File: config.mk
export PLATFORM = sky130hd
export DESIGN_NAME = srg_rate_gen
export DESIGN_NICKNAME = d
export VERILOG_FILES = /design/src/srg_divider.v /design/src/srg_rate_gen.v
export VERILOG_INCLUDE_DIRS = /design/src
export SDC_FILE = /design/constraint.sdc
export NUM_CORES = 1
export LEC_CHECK = 0
export ABC_CLOCK_PERIOD_IN_PS = 4000
export BUFFER_PORTS_ARGS = -buffer_cell sky130_fd_sc_hd__buf_2
export CAP_MARGIN = 20
export CELL_PAD_IN_SITES_DETAIL_PLACEMENT = 1
export CELL_PAD_IN_SITES_GLOBAL_PLACEMENT = 1
export CORE_AREA = 2 2 103 105
export DETAILED_ROUTE_END_ITERATION = 12
export DIE_AREA = 0 0 105 107
export PLACE_DENSITY_LB_ADDON = 0.08
export SETUP_SLACK_MARGIN = 0.5
export SYNTH_ARGS = -nofsm -noshare
export SYNTH_HDL_FRONTEND = slang
export SYNTH_SLANG_ARGS = --single-unit
File: constraint.sdc
create_clock -name clock -period 4 [get_ports clock]
set_input_delay 0.8 -clock clock [delete_from_list [all_inputs] [get_ports clock]]
set_output_delay 0.8 -clock clock [all_outputs]
set_load 0.005 [all_outputs]
File: src/srg_map.vh
/*
 * Register map, field positions, reset values and divider limits of the
 * serial rate generator. Assumes inclusion by srg_rate_gen.v only.
 */
`ifndef SRG_MAP_VH
`define SRG_MAP_VH

// Byte offsets on the register bus
`define SRG_OFF_DIV_LOW    8'h00
`define SRG_OFF_DIV_HIGH   8'h04
`define SRG_OFF_RATE_CTRL  8'h08
`define SRG_OFF_TX_CTRL    8'h0C
`define SRG_OFF_COUNT      8'h10

// Register select codes
`define SRG_SEL_NONE       3'h0
`define SRG_SEL_DIV_LOW    3'h1
`define SRG_SEL_DIV_HIGH   3'h2
`define SRG_SEL_RATE_CTRL  3'h3
`define SRG_SEL_TX_CTRL    3'h4
`define SRG_SEL_COUNT      3'h5

// Rate control fields
`define SRG_RC_OVF_BIT     7
`define SRG_RC_IDLE_BIT    6
`define SRG_RC_WIDE_BIT    3
`define SRG_RC_WR_MASK     8'h1B

// Transmit control fields
`define SRG_TC_SYNC_BIT    4
`define SRG_TC_HS_BIT      2
`define SRG_TC_EMPTY_BIT   1
`define SRG_TC_WR_MASK     8'hFD

// Reset values
`define SRG_RST_DIV        8'h00
`define SRG_RST_RATE_CTRL  8'h00
`define SRG_RST_TX_CTRL    8'h00

// Prescaler limits: multiplier minus one
`define SRG_PRE_LIM_64     6'h3F
`define SRG_PRE_LIM_16     6'h0F
`define SRG_PRE_LIM_4      6'h03

`endif

File: src/srg_divider.v
/*
 * Free-running 16-bit divider with synchronous clear and a registered
 * wrap pulse. Assumes one clock and an active-low asynchronous reset.
 */
`timescale 1ns/1ps
module srg_divider (
    input  wire        clock,   // System clock
    input  wire        rst_n,   // Async reset, active low
    input  wire        clear,   // Restart from zero
    input  wire        enable,  // Count this cycle
    input  wire [15:0] limit,   // Last count before wrap
    output reg  [15:0] count_q, // Current count
    output reg         tick_q   // One-cycle wrap pulse
);

    // Compare with >= so a shrunken limit still wraps at once
    always @(posedge clock or negedge rst_n) begin
        if (!rst_n) begin
            count_q <= 16'h0000;
            tick_q  <= 1'b0;
        end else if (clear) begin
            count_q <= 16'h0000;
            tick_q  <= 1'b0;
        end else begin
            tick_q <= 1'b0;
            if (enable) begin
                if (count_q >= limit) begin
                    count_q <= 16'h0000;
                    tick_q  <= 1'b1;
                end else begin
                    count_q <= count_q + 16'h0001;
                end
            end
        end
    end

endmodule // srg_divider

File: src/srg_rate_gen.v
/*
 * Serial port rate timer with its APB register file. Produces a one-cycle
 * rate tick for the transmitter and receiver. Assumes an APB master on the
 * same clock, and receiver/transmitter status inputs on the same clock.
 */
// Design decisions made here: the address map and the APB interface to the registers.
`timescale 1ns/1ps
`include "srg_map.vh"
module srg_rate_gen (
    input  wire        clock,         // System clock, 125 MHz
    input  wire        rst_n,         // Async reset, active low
    input  wire        psel,          // APB select
    input  wire        penable,       // APB access phase
    input  wire        pwrite,        // APB write
    input  wire [7:0]  paddr,         // APB byte address
    input  wire [31:0] pwdata,        // APB write data
    output reg  [31:0] prdata,        // APB read data
    output reg         pready,        // APB ready
    output reg         pslverr,       // APB error, unmapped address
    input  wire        receiver_idle, // Receiver idle flag
    input  wire        autobaud_ovf,  // Auto-baud overflow flag
    input  wire        transmit_empty,// Transmit shifter empty
    output wire        rate_tick,     // One pulse per rate period
    output reg  [7:0]  rate_ctrl_q,   // Writable rate control bits
    output reg  [7:0]  tx_ctrl_q      // Writable transmit control bits
);

    reg  [7:0]  div_low_q;
    reg  [7:0]  div_high_q;
    reg  [5:0]  pre_lim;
    reg  [15:0] div_eff;
    reg  [7:0]  rd_byte;
    wire [2:0]  sel;
    wire        wr_go;
    wire        div_wr;
    wire        pre_tick;
    wire [15:0] pre_count;
    wire [15:0] rate_count;
    wire        sync_mode;
    wire        high_speed_select;
    wire        wide_counter_select;

    // Address decode, shared by the read and write paths
    function [2:0] reg_sel;
        input [7:0] addr;
        begin
            case (addr)
                `SRG_OFF_DIV_LOW:   reg_sel = `SRG_SEL_DIV_LOW;
                `SRG_OFF_DIV_HIGH:  reg_sel = `SRG_SEL_DIV_HIGH;
                `SRG_OFF_RATE_CTRL: reg_sel = `SRG_SEL_RATE_CTRL;
                `SRG_OFF_TX_CTRL:   reg_sel = `SRG_SEL_TX_CTRL;
                `SRG_OFF_COUNT:     reg_sel = `SRG_SEL_COUNT;
                default:            reg_sel = `SRG_SEL_NONE;
            endcase
        end
    endfunction

    assign sel = reg_sel(paddr);

    // Write lands only at the access edge where pready is high
    assign wr_go  = psel & penable & pready & pwrite;
    assign div_wr = wr_go & ((sel == `SRG_SEL_DIV_LOW) | (sel == `SRG_SEL_DIV_HIGH));

    // Mode bits
    assign sync_mode           = tx_ctrl_q[`SRG_TC_SYNC_BIT];
    assign high_speed_select   = tx_ctrl_q[`SRG_TC_HS_BIT];
    assign wide_counter_select = rate_ctrl_q[`SRG_RC_WIDE_BIT];

    // Multiplier choice; high speed is a don't-care in sync mode
    always @* begin
        if (sync_mode) begin
            pre_lim = `SRG_PRE_LIM_4;
        end else begin
            case ({wide_counter_select, high_speed_select})
                2'b00:   pre_lim = `SRG_PRE_LIM_64;
                2'b01:   pre_lim = `SRG_PRE_LIM_16;
                2'b10:   pre_lim = `SRG_PRE_LIM_16;
                2'b11:   pre_lim = `SRG_PRE_LIM_4;
                default: pre_lim = `SRG_PRE_LIM_64;
            endcase
        end
    end

    // Divisor width: high byte only counts in wide mode
    always @* begin
        if (wide_counter_select) begin
            div_eff = {div_high_q, div_low_q};
        end else begin
            div_eff = {8'h00, div_low_q};
        end
    end

    // Prescaler divides the clock by the multiplier
    srg_divider u_prescale (
        .clock   (clock),
        .rst_n   (rst_n),
        .clear   (div_wr),
        .enable  (1'b1),
        .limit   ({10'h000, pre_lim}),
        .count_q (pre_count),
        .tick_q  (pre_tick)
    );

    // Rate counter divides prescaler pulses by n+1, never stops
    srg_divider u_rate (
        .clock   (clock),
        .rst_n   (rst_n),
        .clear   (div_wr),
        .enable  (pre_tick),
        .limit   (div_eff),
        .count_q (rate_count),
        .tick_q  (rate_tick)
    );

    // Software registers; unmapped writes are dropped
    always @(posedge clock or negedge rst_n) begin
        if (!rst_n) begin
            div_low_q   <= `SRG_RST_DIV;
            div_high_q  <= `SRG_RST_DIV;
            rate_ctrl_q <= `SRG_RST_RATE_CTRL;
            tx_ctrl_q   <= `SRG_RST_TX_CTRL;
        end else if (wr_go) begin
            case (sel)
                `SRG_SEL_DIV_LOW:   div_low_q   <= pwdata[7:0];
                `SRG_SEL_DIV_HIGH:  div_high_q  <= pwdata[7:0];
                `SRG_SEL_RATE_CTRL: rate_ctrl_q <= pwdata[7:0] & `SRG_RC_WR_MASK;
                `SRG_SEL_TX_CTRL:   tx_ctrl_q   <= pwdata[7:0] & `SRG_TC_WR_MASK;
                default:            div_low_q   <= div_low_q;
            endcase
        end
    end

    // Read mux; status bits come live from the partner logic
    always @* begin
        case (sel)
            `SRG_SEL_DIV_LOW:   rd_byte = div_low_q;
            `SRG_SEL_DIV_HIGH:  rd_byte = div_high_q;
            `SRG_SEL_RATE_CTRL: rd_byte = rate_ctrl_q |
                                          ({7'h00, autobaud_ovf} << `SRG_RC_OVF_BIT) |
                                          ({7'h00, receiver_idle} << `SRG_RC_IDLE_BIT);
            `SRG_SEL_TX_CTRL:   rd_byte = tx_ctrl_q |
                                          ({7'h00, transmit_empty} << `SRG_TC_EMPTY_BIT);
            default:            rd_byte = 8'h00;
        endcase
    end

    // No wait state: every bus output is on a flop loaded in the setup cycle
    always @(posedge clock or negedge rst_n) begin
        if (!rst_n) begin
            prdata  <= 32'h00000000;
            pready  <= 1'b0;
            pslverr <= 1'b0;
        end else if (psel & ~penable) begin
            pready  <= 1'b1;
            pslverr <= (sel == `SRG_SEL_NONE);
            if (sel == `SRG_SEL_COUNT) begin
                prdata <= {16'h0000, rate_count};
            end else begin
                prdata <= {24'h000000, rd_byte};
            end
        end else begin
            pready  <= 1'b0;
            pslverr <= 1'b0;
        end
    end

endmodule // srg_rate_gen

; Word-level counts from Yosys, hierarchy flattened
; Index checks and enable logic that the tools add are counted.
[classes]
addsub = 2
magnitude_cmp = 2
eq_ne = 12
n_mux = 18
bitwise_logic = 10
reduce_logical = 9
[ops]
columns = operator, n
row1 = two-way mux 16 bit, 7
row2 = "adder 16 x 1 -> 16 bit, second input constant", 2
row3 = case mux 8 bit (4 select lines), 1
row4 = case mux 6 bit (3 select lines), 1
row5 = "equality test 8 x 4 -> 1 bit, second input constant", 2
row6 = greater-or-equal comparator 16 bit, 1
row7 = greater-or-equal comparator 16 x 6 -> 1 bit, 1
row8 = case mux 3 bit (5 select lines), 1
row9 = "equality test 8 x 3 -> 1 bit, second input constant", 1
row10 = "equality test 8 x 5 -> 1 bit, second input constant", 1
row11 = zero test 8 bit, 1
row12 = OR 5 x 8 -> 8 bit, 1
row13 = OR 8 x 2 -> 8 bit, 1
row14 = OR 8 x 7 -> 8 bit, 1
row15 = AND reduction 2 bit, 4
row16 = two-way mux 1 bit, 7
row17 = "equality test 3 x 2 -> 1 bit, second input constant", 2
row18 = "equality test 3 bit, second input constant", 2
row19 = two-way mux 6 bit, 1
row20 = bitwise AND 1 bit, 5
row21 = "equality test 2 bit, second input constant", 2
row22 = "equality test 3 x 1 -> 1 bit, second input constant", 1
row23 = zero test 3 bit, 1
row24 = "equality test 2 x 1 -> 1 bit, second input constant", 1
row25 = 5 further kinds, 5
[totals]
reg_bits = 95
in_bits = 48
out_inout_bits = 51
word_cells = 64

; Longest topological paths before layout
; Gate-level depths: netlist (run 1).
[depth]
depth_word = 7
depth_mapped = 10
mapped_depth_nobuf = 8

; Cells and area by module
; From an unflattened synthesis (run 1), not the netlist that was laid out.
[unflattened]
hier_cells = 532
area_unflattened_um2 = 5059.9
[by_module_without_submodules]
columns = module, n_inst, cells_each, area_per_inst_um2, seq_area_each_um2
row1 = srg_rate_gen, 1, 211, 2327.2, 1126.1
row2 = srg_divider at u_rate, 1, 173, 1457.6, 425.4
row3 = srg_divider at u_prescale, 1, 148, 1275.0, 425.4

; Least setup slack after synthesis (run 1)
; OpenSTA, ideal clock, no wires.
[synth_path]
path_type = in2reg
from = input paddr[1]
to = register u_rate.count_q[15]
setup_time_ns = 0.121
arrival_time_ns = 2.090
required_ns = 3.879
slack_ns = 1.789
cell_stages = 7
n_path_buf = 1
path_cell_list = nor4_4 nand3_4 nor3_4 nor2b_1 buf_6 a31o_1 a22o_1
[synth_between]
elab_chain_cells = 6
word_cells_on_any_way = 12
cone_classes = 6 x eq/ne / 2 x mux / 2 x bitwise / 2 x reduce/logical
[synth_lines]
columns = item, line
row1 = from (decl), srg_rate_gen.v:15  ; input wire [7:0] paddr,
row2 = "equality test 8 x 5 -> 1 bit, or another cell as far along", srg_rate_gen.v:47  ; case (addr)
row3 = case mux 3 bit (5 select lines) *, srg_rate_gen.v:47
row4 = equality test 3 x 1 -> 1 bit / equality test 3 x 2 -> 1 bit (equally long branches), --
row5 = OR 1 bit *, srg_rate_gen.v:62  ; assign div_wr = wr_go & ((sel == `SRG_SEL_DIV_LOW) | (sel == `SRG_SEL_DIV_HIGH));
row6 = bitwise AND 1 bit *, srg_rate_gen.v:62
row7 = two-way mux 16 bit / nonzero test 2 bit (equally long branches), --
row8 = to (signal assigned), srg_divider.v:31  ; count_q <= count_q + 16'h0001;
row9 = to (decl), srg_divider.v:12  ; output reg [15:0] count_q,
; Every way passes the cells marked *; elsewhere a longest branch is shown, timed or not.
; A chain may end at the register's enable or synchronous reset.

; Worst setup path in the final report (run 1)
[layout_path]
from = register rate_ctrl_q[3]
to = register u_rate.count_q[1]
[layout_between]
elab_chain_cells = 5
[layout_lines]
columns = item, line
row1 = from (decl), srg_rate_gen.v:24  ; output reg [7:0] rate_ctrl_q,
row2 = from (signal assigned), srg_rate_gen.v:120  ; rate_ctrl_q <= `SRG_RST_RATE_CTRL;
row3 = from (signal assigned), srg_rate_gen.v:126  ; `SRG_SEL_RATE_CTRL: rate_ctrl_q <= pwdata[7:0] & `SRG_RC_WR_MASK;
row4 = two-way mux 16 bit, srg_rate_gen.v:86  ; if (wide_counter_select) begin
row5 = greater-or-equal comparator 16 bit, srg_divider.v:27  ; if (count_q >= limit) begin
row6 = two-way mux 16 bit, srg_divider.v:27
row7 = two-way mux 16 bit, srg_divider.v:26  ; if (enable) begin
row8 = two-way mux 16 bit, srg_divider.v:21  ; end else if (clear) begin
; No other way between the ends. The select of a mux whose other input is x is not followed.

==> reports/qor.yml, run 1 <==
synthDistinctLibCells: 50
powerDensity_nw_per_um2: 294
pre_cts_ws_ns: 1.19
rsz0062_at_grt: "false"
drv_cap: 0
fmax_mhz: 391
synth_cells: 420
worstMarginPinSlew_ns: 0.912
endpoint_kind: "register"
grt_pass1_wl_um: 17900
via_count: 3387
h-tree-depth: 3
die_h_um: 107
slew-limit-headroom_pct: 39.2
hold_violations: 0
setup_ws_ns: 1.44
grt_pass1_vias: 3391
cts_root_buffer: "clkbuf_8"
post_cts_buffers: 0
crit_type: "register to register"
cts_resized: 0
antenna_cells: 0
ys_async_sr_fraction_pct: 100
mostFrequentLayoutCells: "dfrtp_1 (79), nand2_1 (54), buf_2 (52)"
gp_congestion: 0.790
wl_per_cell_um: 17.7
cts_hold_buf: 0
layout_worst_path_cycle_share_pct: 63.9
synthesis.area_um2: 4230
ios: 99
cpMostUsedCell: "nand2_1"
timing.final.crit_period_ns: 2.56
ys_ff_latch: 79
cpMaxStageDelayCell: "dfrtp_1"
cts.sinks: 79
postRouteWirelength_um: 10900
setup_viol: 0
firstDrtPassIters: 5
final_common_cell: "dfrtp_1"
clock_path_buffers: 2
ir_drop_mv: 0.113
drc: 0
p_leak_nw: 2.31
arrival_ns: 2.84
worstSetupStartpointType: "register"
antenna_found_initial: 0
clk_pin_slew_ns: 0.08
drive_gt1_share_pct: 21.3
yosysWarnings: 0
track_usage_pct: 20.7
run_status: "complete, no violations"
synthFlopType: "dfrtp_1"
fin_nets: 551
slowest_delay_ns: 0.64
hpwlAfterDp_um: 8030
first_iter_violations: 125
rows: 37
yosysSeqAreaShare_pct: 46.7
dpl-instance-area_um2: 4580
ant_nets: 0
stdcell_area_um2: 4760
slew_violations: 0
cts_made_buffers: 9
grt_overflow: 0
start_util_pct: 42.0
core-area_um2: 10100
synth_edf_count: 0
crit_fanout: 25
clk_latency_ns: 0.35
cts_tree: "yes"
finClkSkew_ns: 0.0109
synth_area_per_cell_um2: 10.1
chipWidth_um: 105
port_buffers: 53
critPathRequiredTime_ns: 4.29
path_cells: "nand2_1, ha_1, a21oi_1, nand2_1, nor3_1, o2bb2ai_1, buf_4, and2_1, a22o_1"
dieArea_um2: 11200
hold_path_class: "primary input to asynchronous set/reset pin"
nFillCells: 1231
syn_to_final_growth_pct: 12.3
grt_max_degree: 80
via_per_inst: 5.47
fin_setup_tns_ns: 0
[critical path: cells and delay by family (launching register included)]
family                     cells  cell delay (ns)
AOI/OAI and AO/OA              3             0.50
adders and majority gates      1             0.36
buffers and inverters          1             0.30
DFF                            1             0.64
and+or+nand+nor                4             0.68
[metal layers]
metal	track usage, %	vias to the layer above	share of wire (%)
li1	-	1580	-
met4	8.00	0	2.1
met1	27.6	1693	46
met3	2.98	15	4.7
met5	0.952	-	0
met2	34.0	99	47
[state kept, by name (all words and copies together) (netlist names)]
name                flops
prdata                 16
u_prescale.tick_q       1
u_prescale.count_q     16
pready                  1
div_high_q              8
tx_ctrl_q               7
rate_ctrl_q             4
pslverr                 1
u_rate.tick_q           1
u_rate.count_q         16
div_low_q               8
[per-stage QoR]
| step | power (mW) | std cells | util [%] | hold slack [ns] |
|---|---|---|---|---|
| 4_1_cts | 1.42 | 618 | 46.9 | 0.473 |
| 5_1_grt | 1.46 | 619 | 47.1 | 0.411 |
| 3_3_place_gp | 0.905 | 605 | 45.4 | 0.445 |
| 2_1_floorplan | 0.876 | 449 | - | 0.425 |
| 6_report | 1.40 | 619 | 47.1 | 0.383 |
| 3_5_place_dp | 0.907 | 605 | 45.4 | 0.462 |
[worst paths after layout]
kind / start / to / slack [ns] / cells past startpoint
min reg2reg: u_prescale.count_q[0] / u_prescale.count_q[0] / 0.47 / 1
min in group clock: u_prescale.count_q[0] / u_prescale.count_q[0] / 0.47 / 1
max in group asynchronous: rst_n / prdata[10] / 3.02 / 2
max reg2reg: rate_ctrl_q[3] / u_rate.count_q[1] / 1.44 / 9
max: rate_ctrl_q[3] / u_rate.count_q[1] / 1.44 / 9
min: rst_n / rate_ctrl_q[3] / 0.38 / 1
[cell type report]
class,count,area (µm²),area share (%)
multi-input combinational,318,2080,43.7
sequential,79,1980,41.6
timing repair buffer,57,318,6.68
tap,136,170,3.58
clock buffer,11,141,2.97
inverter,16,60.1,1.26
clock inverter,2,10.0,0.210
[cells by family after synthesis]
kind of cell / share of synthesized area [%]
AND/OR/NAND/NOR: 16.2
adder cells (fa/ha/maj): 6.50
buffers and inverters: 6.77
multiplexers: 9.37
flip-flops: 46.7
XOR/XNOR: 1.03
AO/OA/AOI/OAI: 13.4
other: 0.0886
[power by group]
part	switching (mW)	total, mW	internal [mW]
sequential	0.00443	0.810	0.806
clock	0.275	0.506	0.230
combinational	0.0579	0.0835	0.0255
total	0.338	1.40	1.06
[synth_stat cells, types with 4 or more instances]
cell type   n  area share, %
buf_2       4           0.47
mux2i_1     7            1.7
nand3_1    19            2.2
a22oi_1     7            1.2
o21ai_0    27            3.2
o22ai_1     4           0.59
nor3_1      6           0.71
a2bb2oi_1   4           0.83
dfrtp_1    79             47
mux2_2     29            7.7
a31oi_1     9            1.3
nor2_1     21            1.9
buf_4      21            3.7
ha_1       22            6.5
a21o_1      4           0.71
nand2_1    54            4.8
clkbuf_1    9           0.80
inv_1      15            1.3
nand4_1     8            1.2
and3_1      9            1.3
a22o_1      4           0.83
a21oi_1    14            1.7
Note: power is estimated with default switching activity, not from simulation.
==> run 2, diff against run 1 <==
- ABC_CLOCK_PERIOD_IN_PS: 4000 -> 2600
- CORE_AREA: 2 2 103 105 -> 2 2 105 107
- DIE_AREA: 0 0 105 107 -> 0 0 107 109
- clock period: 4 -> 2.6 ns (I/O delays scaled with it)
==> run 2 against run 1 <==
  * Final cell count up 4.8%
  * Worst hold slack lost 0.27 ns
  * Sequential power is 54% higher
==> reports/qor.yml, run 2 (synthesis results as in run 1) <==
path_cells: "buf_6, nand2_2, ha_4, o2111ai_4, a311oi_2, o2bb2ai_4, clkbuf_16, a31o_2, a22o_1"
finClkSkew_ns: 0.00936  # -0.00153 ns
gp_congestion: 0.830  # +5.2%
critPathRequiredTime_ns: 2.86  # -1.43 ns
grt_pass1_vias: 3545  # +4.5%
worstMarginPinSlew_ns: 0.610  # -0.302 ns
p_leak_nw: 2.54  # +9.9%
hold_path_class: "primary input to asynchronous set/reset pin"
via_count: 3471  # +2.5%
reg2reg_depth: 9  # unchanged
drv_cap: 0  # unchanged
ir_drop_mv: 0.273  # +140%
arrival_ns: 2.49  # -0.35 ns
fin_nets: 574  # +4.2%
met1_usage_pct: 28.3  # +0.65 points
cts_root_buffer: "clkbuf_8"
clk_pin_slew_ns: 0.09  # about the same
grtUsageMet3_pct: 3.95  # +0.97 points
clk_latency_ns: 0.37  # +0.02 ns
ios: 99  # unchanged
fin_util_pct: 50.0  # +2.9 points
drive_gt1_share_pct: 32.6  # +11 points
met2_usage_pct: 37.7  # +3.7 points
hpwlAfterDp_um: 8680  # +8.1%
grt_pass1_wl_um: 19300  # +7.9%
mostFrequentLayoutCells: "dfrtp_1 (78), buf_2 (52), nand2_1 (49)"
fin_setup_tns_ns: 0  # unchanged
dieArea_um2: 11700  # +3.8%
timing.final.crit_period_ns: 2.23  # -0.323 ns
rr_startpoint: "rate_ctrl_q[3]"
syn_to_final_growth_pct: 25.2
slew-limit-headroom_pct: 59.3  # +20 points
start_util_pct: 39.9  # -2.0 points
cp-endpoint: "u_rate.count_q[3]"
path_buf_inv: 2  # +1
rows: 38  # +2.7%
grt_overflow: 0  # unchanged
cp_num_cells: 9  # unchanged
first_iter_violations: 95  # -24%
setup_viol: 0  # unchanged
drc: 0  # unchanged
grt_max_degree: 46  # -43%
crit_fanout: 6  # -76%
grt-busiest-layer: "met2"
track_usage_pct: 22.0  # +1.3 points
reg_top3: "prdata x16, u_prescale.count_q x16, u_rate.count_q x16"
run_status: "complete, no violations"
rsz0062_at_grt: "true"
r2r-end: "u_rate.count_q[3]"
cts_made_buffers: 9  # unchanged
ant_nets: 0  # unchanged
powerDensity_nw_per_um2: 465  # +58%
critPathTopFamily: "compound AO/OA/AOI/OAI gates"
cts.sinks: 79  # unchanged
antenna_cells: 0  # unchanged
wl_per_cell_um: 18.8  # +6.6%
cts_tree: "yes"
power.total_mw: 2.47  # +76%
nFillCells: 1187  # -3.6%
worstSetupStartpoint: "rate_ctrl_q[3]"
crit_type: "register to register"
port_buffers: 53  # unchanged
chipWidth_um: 107  # +1.9%
slew_violations: 0  # unchanged
h-tree-depth: 3  # unchanged
worstSetupStartpointType: "register"
final_common_cell: "dfrtp_1"
cpMaxStageDelayCell: "dfrtp_2"
die_h_um: 109  # +1.9%
core-area_um2: 10600  # +5.1%
antenna_found_initial: 0  # unchanged
via_per_inst: 5.35  # -2.3%
r2r_slack_ns: 0.37  # -1.08 ns
whs_ns: 0.113  # -0.270 ns
hold_violations: 0  # unchanged
firstDrtPassIters: 5  # unchanged
endpoint_kind: "register"
postRouteWirelength_um: 12200  # +12%
clock_path_buffers: 2  # unchanged
layout_worst_path_cycle_share_pct: 85.9  # +22 points
slowest_delay_ns: 0.39  # -0.25 ns
fmax_mhz: 448  # +14%
run 2: how the worst min path moves through the flow:
| stage | endpoint | slack [ns] |
|---|---|---|
| 2_1_floorplan | div_high_q[0] | 0.22 |
| 3_3_place_gp | u_prescale.count_q[0] | 0.45 |
| 3_5_place_dp | u_prescale.count_q[0] | 0.45 |
| 4_1_cts | u_rate.count_q[6] | 0.12 |
| 5_1_grt | prdata[8] | 0.13 |
| 6_report | prdata[10] | 0.11 |
run 2: metal layers:
layer	share of wire [%]	up-vias	wire [µm]
li1	-	1633	-
met1	45	1745	5450
met3	3.3	16	404
met2	50	77	6140
met4	1.8	0	221
met5	0	-	0
run 2: stage by stage:
| stage | std cells | setup WS (ns) | area (µm²) |
|---|---|---|---|
| 2_1_floorplan | 449 | 0.516 | 4340 |
| 3_3_place_gp | 622 | 0.250 | 4700 |
| 3_5_place_dp | 622 | 0.182 | 4700 |
| 4_1_cts | 644 | 0.479 | 5100 |
| 5_1_grt | 649 | 0.296 | 5300 |
| 6_report | 649 | 0.367 | 5300 |
run 2: power by group:
part	switching [mW]	internal [mW]	total, mW
clock	0.484	0.594	1.08
sequential	0.00562	1.24	1.25
combinational	0.0941	0.0500	0.144
total	0.584	1.88	2.47
run 2: area by class of cell:
cell class / count / area [µm²] / area share (%)
clock buffer: 11 / 151 / 2.86
inverter: 16 / 60.1 / 1.13
tap: 140 / 175 / 3.30
multi-input combinational: 318 / 2320 / 43.8
sequential: 79 / 1980 / 37.3
timing repair buffer: 80 / 538 / 10.1
clock inverter: 5 / 78.8 / 1.49
run 2: timing repair:
item	4_1_cts	5_1_grt
pin swaps	9	20
setup endpoints to repair	24	25
gates resized for setup	22	35
hold buffers	0	0
buffers inserted	5	4
cloned	1	1
endpoints found under the hold margin	0	0
